## src/logic/mpt_defs.svh

```systemverilog
`ifndef MPT_DEFS_SVH
`define MPT_DEFS_SVH

// Register byte offsets.
`define MPT_OFS_STATUS 8'h00
`define MPT_OFS_TCR 8'h04
`define MPT_OFS_TC 8'h08
`define MPT_OFS_PR 8'h0C
`define MPT_OFS_PC 8'h10
`define MPT_OFS_MCR 8'h14
`define MPT_OFS_MR0 8'h18
`define MPT_OFS_MR6 8'h30
`define MPT_OFS_PCR 8'h34
`define MPT_OFS_LER 8'h38
`define MPT_OFS_MASK 8'h3C

// Timer control bits.
`define MPT_TCR_EN 0
`define MPT_TCR_RST 1
`define MPT_TCR_PWM 3

// Match control: three bits per match register, lowest field first.
`define MPT_MCR_INT 0
`define MPT_MCR_RST 1
`define MPT_MCR_STOP 2
`define MPT_MCR_W 21

// Output control: double-edge selects for outputs 2..6, enables for outputs 1..6.
`define MPT_PCR_DBL_LO 2
`define MPT_PCR_OE_LO 9

// Reset values.
`define MPT_RST_WORD 32'h0000_0000
`define MPT_RST_CHAN 7'h00
`define MPT_RST_OUT 6'h00

// Counts.
`define MPT_NUM_MATCH 7
`define MPT_NUM_OUT 6

`endif

```

## src/logic/mpt_pkg.sv

```systemverilog
`default_nettype none
package mpt_pkg;
  typedef logic [31:0] mpt_word_t;
  typedef logic [6:0] mpt_chan_t;
  typedef logic [5:0] mpt_out_t;
  typedef logic [2:0] mpt_idx_t;
endpackage : mpt_pkg
`default_nettype wire

```

## src/logic/mpt_match_unit.sv

```systemverilog
`timescale 1ns/1ps
`default_nettype none
`include "mpt_defs.svh"
module mpt_match_unit (
  input wire logic clk_i,
  input wire logic rst_i,
  input wire logic ce_i,
  input wire logic load_i,
  input wire mpt_pkg::mpt_word_t shadow_i,
  input wire mpt_pkg::mpt_word_t tc_i,
  input wire logic tick_i,
  output mpt_pkg::mpt_word_t act_o,
  output logic match_o
);
  mpt_pkg::mpt_word_t act_r;

  // The comparator only sees the effective value, never the shadow copy.
  always_ff @(posedge clk_i)
  begin
    if (rst_i)
      act_r <= `MPT_RST_WORD;
    else if (ce_i && load_i)
      act_r <= shadow_i;
  end

  assign act_o = act_r;
  assign match_o = tick_i && (tc_i == act_r);

  AST_HOLD_UNTIL_LOAD: assert property (@(posedge clk_i) disable iff (rst_i)
    ce_i && !load_i |=> act_o == $past(act_o))
    else $error("Effective match value changed without a release.");

  AST_LOAD_TAKES: assert property (@(posedge clk_i) disable iff (rst_i)
    ce_i && load_i |=> act_o == $past(shadow_i))
    else $error("Released match value did not become effective.");
endmodule : mpt_match_unit
`default_nettype wire

```

## src/logic/mpt_top.sv

```systemverilog
// Implementation choices: the address map and the Wishbone slave port.
`timescale 1ns/1ps
`default_nettype none
`include "mpt_defs.svh"
// Functional notes
// - Seven match registers compare against the count for interrupts, actions, outputs.
// - Cycle match resets the count, starting a new cycle for all outputs.
// - Single edge output changes level at its own match position.
// - Single edge outputs go high at each cycle start unless held low.
// - Double edge output: one match sets, another clears, anywhere in cycle.
// - Set before clear gives positive pulse; clear before set gives negative.
// - Six single edge or three double edge outputs, or any mixture.
// - Each match may interrupt, and may continue, stop or reset the timer.
// - In PWM mode, released match values take effect only at a cycle boundary; timer mode loads them at once.
// - Without PWM mode the block is a plain match timer, outputs idle.
// - 32-bit counter advancing under a programmable 32-bit prescaler.
// - The timer counts clock cycles divided by the prescaler value plus one.
// - Period and widths are any count; all outputs share one period.
module mpt_top (
  input wire logic clk_i,
  input wire logic rst_i,
  input wire logic ce_i,
  input wire logic wb_cyc_i,
  input wire logic wb_stb_i,
  input wire logic wb_we_i,
  input wire logic [7:0] wb_adr_i,
  input wire logic [3:0] wb_sel_i,
  input wire mpt_pkg::mpt_word_t wb_dat_i,
  output mpt_pkg::mpt_word_t wb_dat_o,
  output logic wb_ack_o,
  output mpt_pkg::mpt_out_t pwm_o,
  output logic irq_o
);
  function automatic mpt_pkg::mpt_word_t merge_bytes(input mpt_pkg::mpt_word_t old_v,
                                                      input mpt_pkg::mpt_word_t new_v,
                                                      input logic [3:0] sel);
    mpt_pkg::mpt_word_t res;
    res = old_v;
    for (int b = 0; b < 4; b++)
    begin
      if (sel[b])
        res[8*b +: 8] = new_v[8*b +: 8];
    end
    return res;
  endfunction : merge_bytes

  function automatic mpt_pkg::mpt_chan_t mcr_field(input logic [`MPT_MCR_W-1:0] mcr,
                                                    input int unsigned k);
    mpt_pkg::mpt_chan_t res;
    res = `MPT_RST_CHAN;
    for (int i = 0; i < `MPT_NUM_MATCH; i++)
      res[i] = mcr[3*i + k];
    return res;
  endfunction : mcr_field

  logic ack_r;
  mpt_pkg::mpt_word_t dat_r;
  mpt_pkg::mpt_chan_t status_r;
  mpt_pkg::mpt_chan_t mask_r;
  mpt_pkg::mpt_chan_t ler_r;
  logic cnt_en_r;
  logic cnt_rst_r;
  logic pwm_en_r;
  mpt_pkg::mpt_word_t tc_r;
  mpt_pkg::mpt_word_t pr_r;
  mpt_pkg::mpt_word_t pc_r;
  logic [`MPT_MCR_W-1:0] mcr_r;
  logic [4:0] dbl_r;
  mpt_pkg::mpt_out_t oe_r;
  mpt_pkg::mpt_out_t pwm_r;
  logic irq_r;
  mpt_pkg::mpt_word_t shadow_r [0:`MPT_NUM_MATCH-1];

  // Bus decode: a write commits on the edge at which the master sees ack.
  wire req = wb_cyc_i && wb_stb_i;
  wire ack_nxt = req && !ack_r;
  wire wr = req && ack_r && wb_we_i;
  wire [7:0] mr_off = wb_adr_i - `MPT_OFS_MR0;
  wire hit_mr = (wb_adr_i[1:0] == 2'h0) && (wb_adr_i >= `MPT_OFS_MR0)
                && (wb_adr_i <= `MPT_OFS_MR6);
  wire [2:0] mr_idx = mr_off[4:2];
  wire wr_status = wr && (wb_adr_i == `MPT_OFS_STATUS);
  wire wr_tcr = wr && (wb_adr_i == `MPT_OFS_TCR);
  wire wr_tc = wr && (wb_adr_i == `MPT_OFS_TC);
  wire wr_pr = wr && (wb_adr_i == `MPT_OFS_PR);
  wire wr_mcr = wr && (wb_adr_i == `MPT_OFS_MCR);
  wire wr_pcr = wr && (wb_adr_i == `MPT_OFS_PCR);
  wire wr_ler = wr && (wb_adr_i == `MPT_OFS_LER);
  wire wr_mask = wr && (wb_adr_i == `MPT_OFS_MASK);
  wire wr_mr = wr && hit_mr;
  wire mpt_pkg::mpt_word_t wmask = merge_bytes(`MPT_RST_WORD, 32'hFFFF_FFFF, wb_sel_i);
  wire mpt_pkg::mpt_word_t wdat = wb_dat_i & wmask;

  wire mpt_pkg::mpt_word_t tcr_view = {28'h000_0000, pwm_en_r, 1'b0, cnt_rst_r, cnt_en_r};
  wire mpt_pkg::mpt_word_t pcr_view = {17'h0_0000, oe_r, 2'h0, dbl_r, 2'h0};
  wire mpt_pkg::mpt_word_t rd_mux =
    (wb_adr_i == `MPT_OFS_STATUS) ? {25'h000_0000, status_r} :
    (wb_adr_i == `MPT_OFS_TCR) ? tcr_view :
    (wb_adr_i == `MPT_OFS_TC) ? tc_r :
    (wb_adr_i == `MPT_OFS_PR) ? pr_r :
    (wb_adr_i == `MPT_OFS_PC) ? pc_r :
    (wb_adr_i == `MPT_OFS_MCR) ? {11'h000, mcr_r} :
    hit_mr ? shadow_r[mr_idx] :
    (wb_adr_i == `MPT_OFS_PCR) ? pcr_view :
    (wb_adr_i == `MPT_OFS_LER) ? {25'h000_0000, ler_r} :
    (wb_adr_i == `MPT_OFS_MASK) ? {25'h000_0000, mask_r} :
    `MPT_RST_WORD;

  // Counter core.
  wire tick = cnt_en_r && !cnt_rst_r && (pc_r == pr_r);
  wire mpt_pkg::mpt_chan_t evt;
  wire mpt_pkg::mpt_word_t act [0:`MPT_NUM_MATCH-1];
  wire mpt_pkg::mpt_chan_t mcr_int = mcr_field(mcr_r, `MPT_MCR_INT);
  wire mpt_pkg::mpt_chan_t mcr_rst = mcr_field(mcr_r, `MPT_MCR_RST);
  wire mpt_pkg::mpt_chan_t mcr_stop = mcr_field(mcr_r, `MPT_MCR_STOP);
  wire rst_evt = |(evt & mcr_rst);
  wire stop_evt = |(evt & mcr_stop);
  wire cycle_start = rst_evt || cnt_rst_r;
  // In timer mode match writes pass straight through; in PWM mode only released
  // values move, and only at a cycle boundary.
  wire mpt_pkg::mpt_chan_t ler_take = (pwm_en_r && cycle_start) ? ler_r : `MPT_RST_CHAN;
  wire mpt_pkg::mpt_chan_t load = pwm_en_r ? ler_take : 7'h7F;

  genvar g;
  generate
    for (g = 0; g < `MPT_NUM_MATCH; g++)
    begin : g_match
      mpt_match_unit u_match (
        .clk_i(clk_i),
        .rst_i(rst_i),
        .ce_i(ce_i),
        .load_i(load[g]),
        .shadow_i(shadow_r[g]),
        .tc_i(tc_r),
        .tick_i(tick),
        .act_o(act[g]),
        .match_o(evt[g])
      );
    end
  endgenerate

  wire mpt_pkg::mpt_word_t tc_inc = tc_r + 32'h0000_0001;
  wire mpt_pkg::mpt_word_t pc_inc = pc_r + 32'h0000_0001;
  wire mpt_pkg::mpt_word_t tc_nxt = cnt_rst_r ? `MPT_RST_WORD :
                                   wr_tc ? merge_bytes(tc_r, wb_dat_i, wb_sel_i) :
                                   !tick ? tc_r :
                                   rst_evt ? `MPT_RST_WORD : tc_inc;
  wire mpt_pkg::mpt_word_t pc_nxt = (cnt_rst_r || tick) ? `MPT_RST_WORD :
                                   cnt_en_r ? pc_inc : pc_r;
  wire en_nxt = wr_tcr && wb_sel_i[0] ? wb_dat_i[`MPT_TCR_EN] : (cnt_en_r && !stop_evt);

  // PWM edges: output 1 is single edge only; outputs 2..6 can use two matches.
  wire mpt_pkg::mpt_out_t pset;
  wire mpt_pkg::mpt_out_t pclr;
  assign pset[0] = evt[0];
  assign pclr[0] = evt[1];
  generate
    for (g = 1; g < `MPT_NUM_OUT; g++)
    begin : g_edge
      assign pset[g] = dbl_r[g-1] ? evt[g] : evt[0];
      assign pclr[g] = evt[g+1];
    end
  endgenerate
  // A clear on the same step as a set wins, so an edge equal to the cycle
  // match gives a constant low output.
  wire mpt_pkg::mpt_out_t pwm_nxt = (pwm_en_r ? oe_r : `MPT_RST_OUT)
                                    & ~pclr & (pset | pwm_r);

  // Sticky flags: a new event wins over a simultaneous write-one clear.
  wire mpt_pkg::mpt_chan_t clr_bits = wr_status ? wdat[6:0] : `MPT_RST_CHAN;
  wire mpt_pkg::mpt_chan_t status_nxt = (status_r & ~clr_bits) | (evt & mcr_int);
  wire mpt_pkg::mpt_word_t mask_merged = merge_bytes({25'h000_0000, mask_r}, wb_dat_i, wb_sel_i);
  wire mpt_pkg::mpt_chan_t mask_nxt = wr_mask ? mask_merged[6:0] : mask_r;
  wire mpt_pkg::mpt_word_t mcr_merged = merge_bytes({11'h000, mcr_r}, wb_dat_i, wb_sel_i);
  wire mpt_pkg::mpt_chan_t ler_nxt = (ler_r & ~ler_take) | (wr_ler ? wdat[6:0] : `MPT_RST_CHAN);

  always_ff @(posedge clk_i)
  begin
    if (rst_i)
    begin
      ack_r <= 1'b0;
      dat_r <= `MPT_RST_WORD;
      irq_r <= 1'b0;
      status_r <= `MPT_RST_CHAN;
      mask_r <= `MPT_RST_CHAN;
      ler_r <= `MPT_RST_CHAN;
    end
    else if (ce_i)
    begin
      ack_r <= ack_nxt;
      dat_r <= ack_nxt ? rd_mux : `MPT_RST_WORD;
      irq_r <= |(status_nxt & mask_nxt);
      status_r <= status_nxt;
      mask_r <= mask_nxt;
      ler_r <= ler_nxt;
    end
  end

  always_ff @(posedge clk_i)
  begin
    if (rst_i)
    begin
      cnt_en_r <= 1'b0;
      cnt_rst_r <= 1'b0;
      pwm_en_r <= 1'b0;
      tc_r <= `MPT_RST_WORD;
      pc_r <= `MPT_RST_WORD;
      pr_r <= `MPT_RST_WORD;
      mcr_r <= '0;
      dbl_r <= 5'h00;
      oe_r <= `MPT_RST_OUT;
      pwm_r <= `MPT_RST_OUT;
    end
    else if (ce_i)
    begin
      cnt_en_r <= en_nxt;
      if (wr_tcr && wb_sel_i[0])
      begin
        cnt_rst_r <= wb_dat_i[`MPT_TCR_RST];
        pwm_en_r <= wb_dat_i[`MPT_TCR_PWM];
      end
      tc_r <= tc_nxt;
      pc_r <= pc_nxt;
      if (wr_pr)
        pr_r <= merge_bytes(pr_r, wb_dat_i, wb_sel_i);
      if (wr_mcr)
        mcr_r <= mcr_merged[`MPT_MCR_W-1:0];
      if (wr_pcr)
      begin
        dbl_r <= wb_dat_i[`MPT_PCR_DBL_LO +: 5];
        oe_r <= wb_dat_i[`MPT_PCR_OE_LO +: 6];
      end
      pwm_r <= pwm_nxt;
    end
  end

  // Shadows are cleared so that timer mode never loads an unknown compare value.
  always_ff @(posedge clk_i)
  begin
    if (rst_i)
    begin
      for (int i = 0; i < `MPT_NUM_MATCH; i++)
        shadow_r[i] <= `MPT_RST_WORD;
    end
    else if (ce_i && wr_mr)
      shadow_r[mr_idx] <= merge_bytes(shadow_r[mr_idx], wb_dat_i, wb_sel_i);
  end

  assign wb_ack_o = ack_r;
  assign wb_dat_o = dat_r;
  assign pwm_o = pwm_r;
  assign irq_o = irq_r;

  AST_CYCLE_WRAP: assert property (@(posedge clk_i) disable iff (rst_i)
    ce_i && tick && evt[0] && mcr_rst[0] && !wr_tc |=> tc_r == 32'h0000_0000
      && pc_r == 32'h0000_0000)
    else $error("Cycle match did not restart the count.");

  AST_PRESCALE_HOLD: assert property (@(posedge clk_i) disable iff (rst_i)
    ce_i && !wr_tc && !cnt_rst_r && pc_r != pr_r |=> tc_r == $past(tc_r))
    else $error("Count advanced before the prescaler expired.");

  AST_COUNT_STEP: assert property (@(posedge clk_i) disable iff (rst_i)
    ce_i && tick && !rst_evt && !wr_tc |=> tc_r == $past(tc_r) + 32'h0000_0001)
    else $error("Count did not step on a prescaler expiry.");

  AST_FLAG_STICKY: assert property (@(posedge clk_i) disable iff (rst_i)
    ce_i && |(evt & mcr_int) |=> (status_r & $past(evt & mcr_int)) == $past(evt & mcr_int))
    else $error("Match event did not set its flag.");

  AST_IRQ_LEVEL: assert property (@(posedge clk_i) disable iff (rst_i)
    ##1 irq_o == |(status_r & mask_r))
    else $error("Interrupt output disagrees with enabled flags.");

  AST_STOP_ON_MATCH: assert property (@(posedge clk_i) disable iff (rst_i)
    ce_i && stop_evt && !wr_tcr |=> !cnt_en_r ##1 (!ce_i || tc_r == $past(tc_r)))
    else $error("Stop on match left the timer running.");

  AST_SINGLE_RISE: assert property (@(posedge clk_i) disable iff (rst_i)
    ce_i && pwm_en_r && oe_r[0] && evt[0] && !evt[1] |=> pwm_o[0])
    else $error("Single edge output did not rise at cycle start.");

  AST_DOUBLE_EDGES: assert property (@(posedge clk_i) disable iff (rst_i)
    ce_i && pwm_en_r && oe_r[1] && dbl_r[0] && (evt[1] || evt[2])
      |=> pwm_o[1] == !$past(evt[2]))
    else $error("Double edge output missed its set or clear match.");

  AST_PWM_LOAD_BOUNDARY: assert property (@(posedge clk_i) disable iff (rst_i)
    ce_i && pwm_en_r && !cycle_start |=> act[0] == $past(act[0]))
    else $error("Cycle match value moved inside a PWM cycle.");

  AST_TIMER_MODE_IDLE: assert property (@(posedge clk_i) disable iff (rst_i)
    ce_i && !pwm_en_r |=> pwm_o == 6'h00)
    else $error("Outputs moved while PWM mode was off.");
endmodule : mpt_top
`default_nettype wire

```

## config.mk

```make
export PLATFORM = sky130hd
export DESIGN_NAME = mpt_top
export DESIGN_NICKNAME = d
export VERILOG_FILES = /design/src/logic/mpt_pkg.sv /design/src/logic/mpt_match_unit.sv /design/src/logic/mpt_top.sv
export VERILOG_INCLUDE_DIRS = /design/src /design/src/logic
export SDC_FILE = /design/constraint.sdc
export NUM_CORES = 2
export LEC_CHECK = 0
export BUFFER_PORTS_ARGS = -buffer_cell sky130_fd_sc_hd__buf_4
export CELL_PAD_IN_SITES_DETAIL_PLACEMENT = 1
export CELL_PAD_IN_SITES_GLOBAL_PLACEMENT = 1
export CORE_MARGIN = 5
export CORE_UTILIZATION = 45
export DETAILED_ROUTE_END_ITERATION = 10
export PLACE_DENSITY = 0.74
export SLEW_MARGIN = 0
export SYNTH_ARGS = -nofsm -noshare
export SYNTH_HDL_FRONTEND = slang
export SYNTH_SLANG_ARGS = --single-unit
```

## constraint.sdc

```tcl
create_clock -name clk_i -period 5.9 [get_ports clk_i]
set_input_delay 0.295 -clock clk_i [delete_from_list [all_inputs] [get_ports clk_i]]
set_output_delay 0.295 -clock clk_i [all_outputs]
set_load 0.02 [all_outputs]
```

==> metrics <==
result of the run complete, no violations; Netlist cell types 71; critical path data arrival time 5240 ps; endpoint with the worst hold slack dbl_r[3]; compound-gate portion of the synthesized area 8.36%; worst min-delay path startpoint wb_dat_i[5]; most common cell after layout, fill and taps aside nand2_1; Critical Path Source Type register; Top-Level Pins 90; clock latency on the worst-skew pair 650 ps; met2 Resource Use GR 53.0%; launching point of the worst reg2reg path tc_r[4]; crit path launch tc_r[4]; area share of and/or/nand/nor cells after synthesis 17.8%; RSZ-0062 raised after global routing false; share of flip-flops with an asynchronous set or reset 0%; layout net count 3419; combinational family with the most area after synthesis simple AND/OR/NAND/NOR gates; leading cell types in the layout, fill and taps excluded 643 x nand2_1, 448 x dfxtp_1, 344 x nor2_1; total nets after synthesis 3401; Hold Violations, Final 0; number of synthesized flops with an enable pin 224; total design power 10800 uW; share of final-layout standard cells stronger than drive strength 1 12.2%; Total Routing Usage GR 32.6%; Initial DRT Pass Iterations 10; number of sinks handled by clock tree synthesis 672; setup_tns 0 ps; worst hold margin 18.4 ps; path category of the worst min-delay check in -> reg; Data required, critical path 6400 ps; Tcrit/Tclk final 80.4%; highest-utilization routing layer at the global route stage met2; yosys warns 0; Cell Area, Synth 32900 sq um; via count of the first global-routing pass 28200; clock tree from TritonCTS built; H-tree Lvls 3; total length of routed wires 133000 microns; DR vias/cell 6.27; final-report setup violation count 0; initial antenna violation count 1; largest net degree at the start of global routing 105; Worst Hold Depth 3; routability congestion estimate from global placement 0.984; reg-to-reg setup timing slack 1160 ps; critical path capture point type register; Primary FF master, synth dfxtp_1; global-route track usage on met3 4.96%; transition time at the pin with the least slew margin 1400 ps; reg2reg end g_match[0].u_match.act_o[29]; Core Area 72700 sq um; Port-buffer cells 89; Syn Area/Cell 9.83 sq um; total of hold buffers inserted after clock tree synthesis 28; number of synthesized register bits 672; minimum clock period 4740 ps; IR drop worst, VDD 0.000249 V; DR WL/cell 30.2 microns; detailed router's first-iteration violation count 3473; # DRC 0; DPL Wire Length 96300 microns; depth of the worst register-to-register path 9; buffers from clock root to sink, at most 3; overall die height 280 microns; worst-case headroom to the max-slew limit 5.84%; highest fanout seen on the critical path 32; Die Outline Area 78700 sq um; first-pass GRT wire length 191000 microns; power density over the cells 291 nW/um^2; met1 routing resource usage after global routing 43.0%; total vias in the final route 27500; Congestion Overflow GR 0; register area share after synthesis 47.7%; CTS clock-pin slew for the worst setup and hold paths 60 ps; row cnt 99; clock skew 23.2 ps; adder-cell area share of the yosys netlist 0.114%; core utilization of the finished layout 50.9%; die span in x 280 microns; pins over their slew limit 0; clock root buffer clkbuf_16; # resized after CTS 0; residual antenna-violating net count after detailed routing 0; post-synthesis share of cell area spent on xor and xnor gates 7.53%; crit path kind reg -> reg; max cap viols 0; leakage 0.0152 uW; Gate Count Post-Synth 3348; TritonCTS buffer count 76; post-synthesis mux area share 14.1%; effective utilization at floorplan 45.3%; synthesis-to-layout area growth 12.4%; buffers inserted by post-CTS timing repair 0; fmax 211 MHz
==> cell families (layout without fill, tap and decap cells) <==
group	count (synthesis)	after routing
compound gates	394	394
other cells	0	1
flops	672	672
buf+inv	278	359
fa+ha+maj	3	3
mux	380	380
simple gates	1338	1338
xor+xnor	283	283
==> metrics by stage <==
step | setup slack, ps | cells | cell area [sq um]
detailed placement | 1010 | 4219 | 34100
global placement | 1060 | 4219 | 34100
floorplan | 55.8 | 3348 | 32900
CTS | 1290 | 4388 | 37000
global route | 1200 | 4388 | 37000
finish | 1160 | 4389 | 37000
==> state kept, by name (all words and copies together) (netlist names) <==
signal / cells
shadow_r: 256
g_match.u_match.act_o: 224
pc_r: 32
pr_r: 32
tc_r: 32
wb_dat_o: 32
mcr_r: 21
ler_r: 7
mask_r: 7
status_r: 7
oe_r: 6
pwm_o: 6
dbl_r: 5
cnt_en_r: 1
cnt_rst_r: 1
irq_o: 1
pwm_en_r: 1
wb_ack_o: 1
==> metal layers <==
layer / wire length (microns) / share of wire [%]
met1: 54300 / 41
met2: 61200 / 46
met3: 9720 / 7.3
met4: 7440 / 5.6
met5: 0 / 0
==> cell type report <==
cell class	count	area (sq um)
Fill cell	7971	35700
Timing Repair Buffer	194	1530
Inverter	24	97.6
Tap cell	959	1200
Multi-Input combinational cell	2398	15900
Clock buffer	106	2130
Clock inverter	35	464
Antenna cell	1	2.50
Sequential cell	672	15700
==> cells in the mapped netlist (12+ instances only) <==
master / number / area [sq um]
inv_1: 23 / 86.3
nand4_1: 47 / 294
buf_4: 33 / 248
nor2_1: 346 / 1300
o211ai_1: 14 / 105
a222oi_1: 14 / 140
a221o_1: 31 / 310
mux2_2: 37 / 417
or3_1: 16 / 100
xnor2_1: 46 / 403
nor4_1: 78 / 488
a21oi_1: 147 / 736
buf_6: 14 / 158
a32oi_1: 12 / 105
mux4_2: 64 / 1440
o22a_1: 17 / 149
dfxtp_1: 448 / 8970
buf_8: 12 / 180
nand2_1: 643 / 2410
buf_2: 25 / 125
clkbuf_1: 162 / 608
a21o_1: 15 / 113
nor3_1: 35 / 175
xor2_1: 237 / 2080
nand3_1: 88 / 440
edfxtp_1: 224 / 6730
and3_1: 24 / 150
o21ai_0: 46 / 230
mux2i_1: 279 / 2790
a22oi_1: 26 / 195
==> critical path: stages, from the launching register on <==
cell,delay [ps]
dfxtp_1,810
xor2_1,330
nor4_1,770
nand4_1,180
nor2_1,470
a221o_1,400
or2_1,760
a41oi_4,190
buf_4,360
mux2i_1,220
==> how the worst max path moves through the flow <==
stage	to	slack, ps	cells past startpoint
global route	g_match[4].u_match.act_o[30]	1200	9
detailed placement	shadow_r[0][26]	1010	11
CTS	g_match[0].u_match.act_o[29]	1290	9
finish	g_match[0].u_match.act_o[29]	1160	9
global placement	shadow_r[0][31]	1060	8
floorplan	shadow_r[7][0]	60	9
==> power breakdown <==
part	internal [uW]	total (uW)	leakage, uW	switching, uW
sequential	4870	4950	0.00599	81.2
clock	2910	5000	0.00125	2090
combinational	258	822	0.00794	564
total	8040	10800	0.0152	2740
Power figures use the tool's default switching activity.
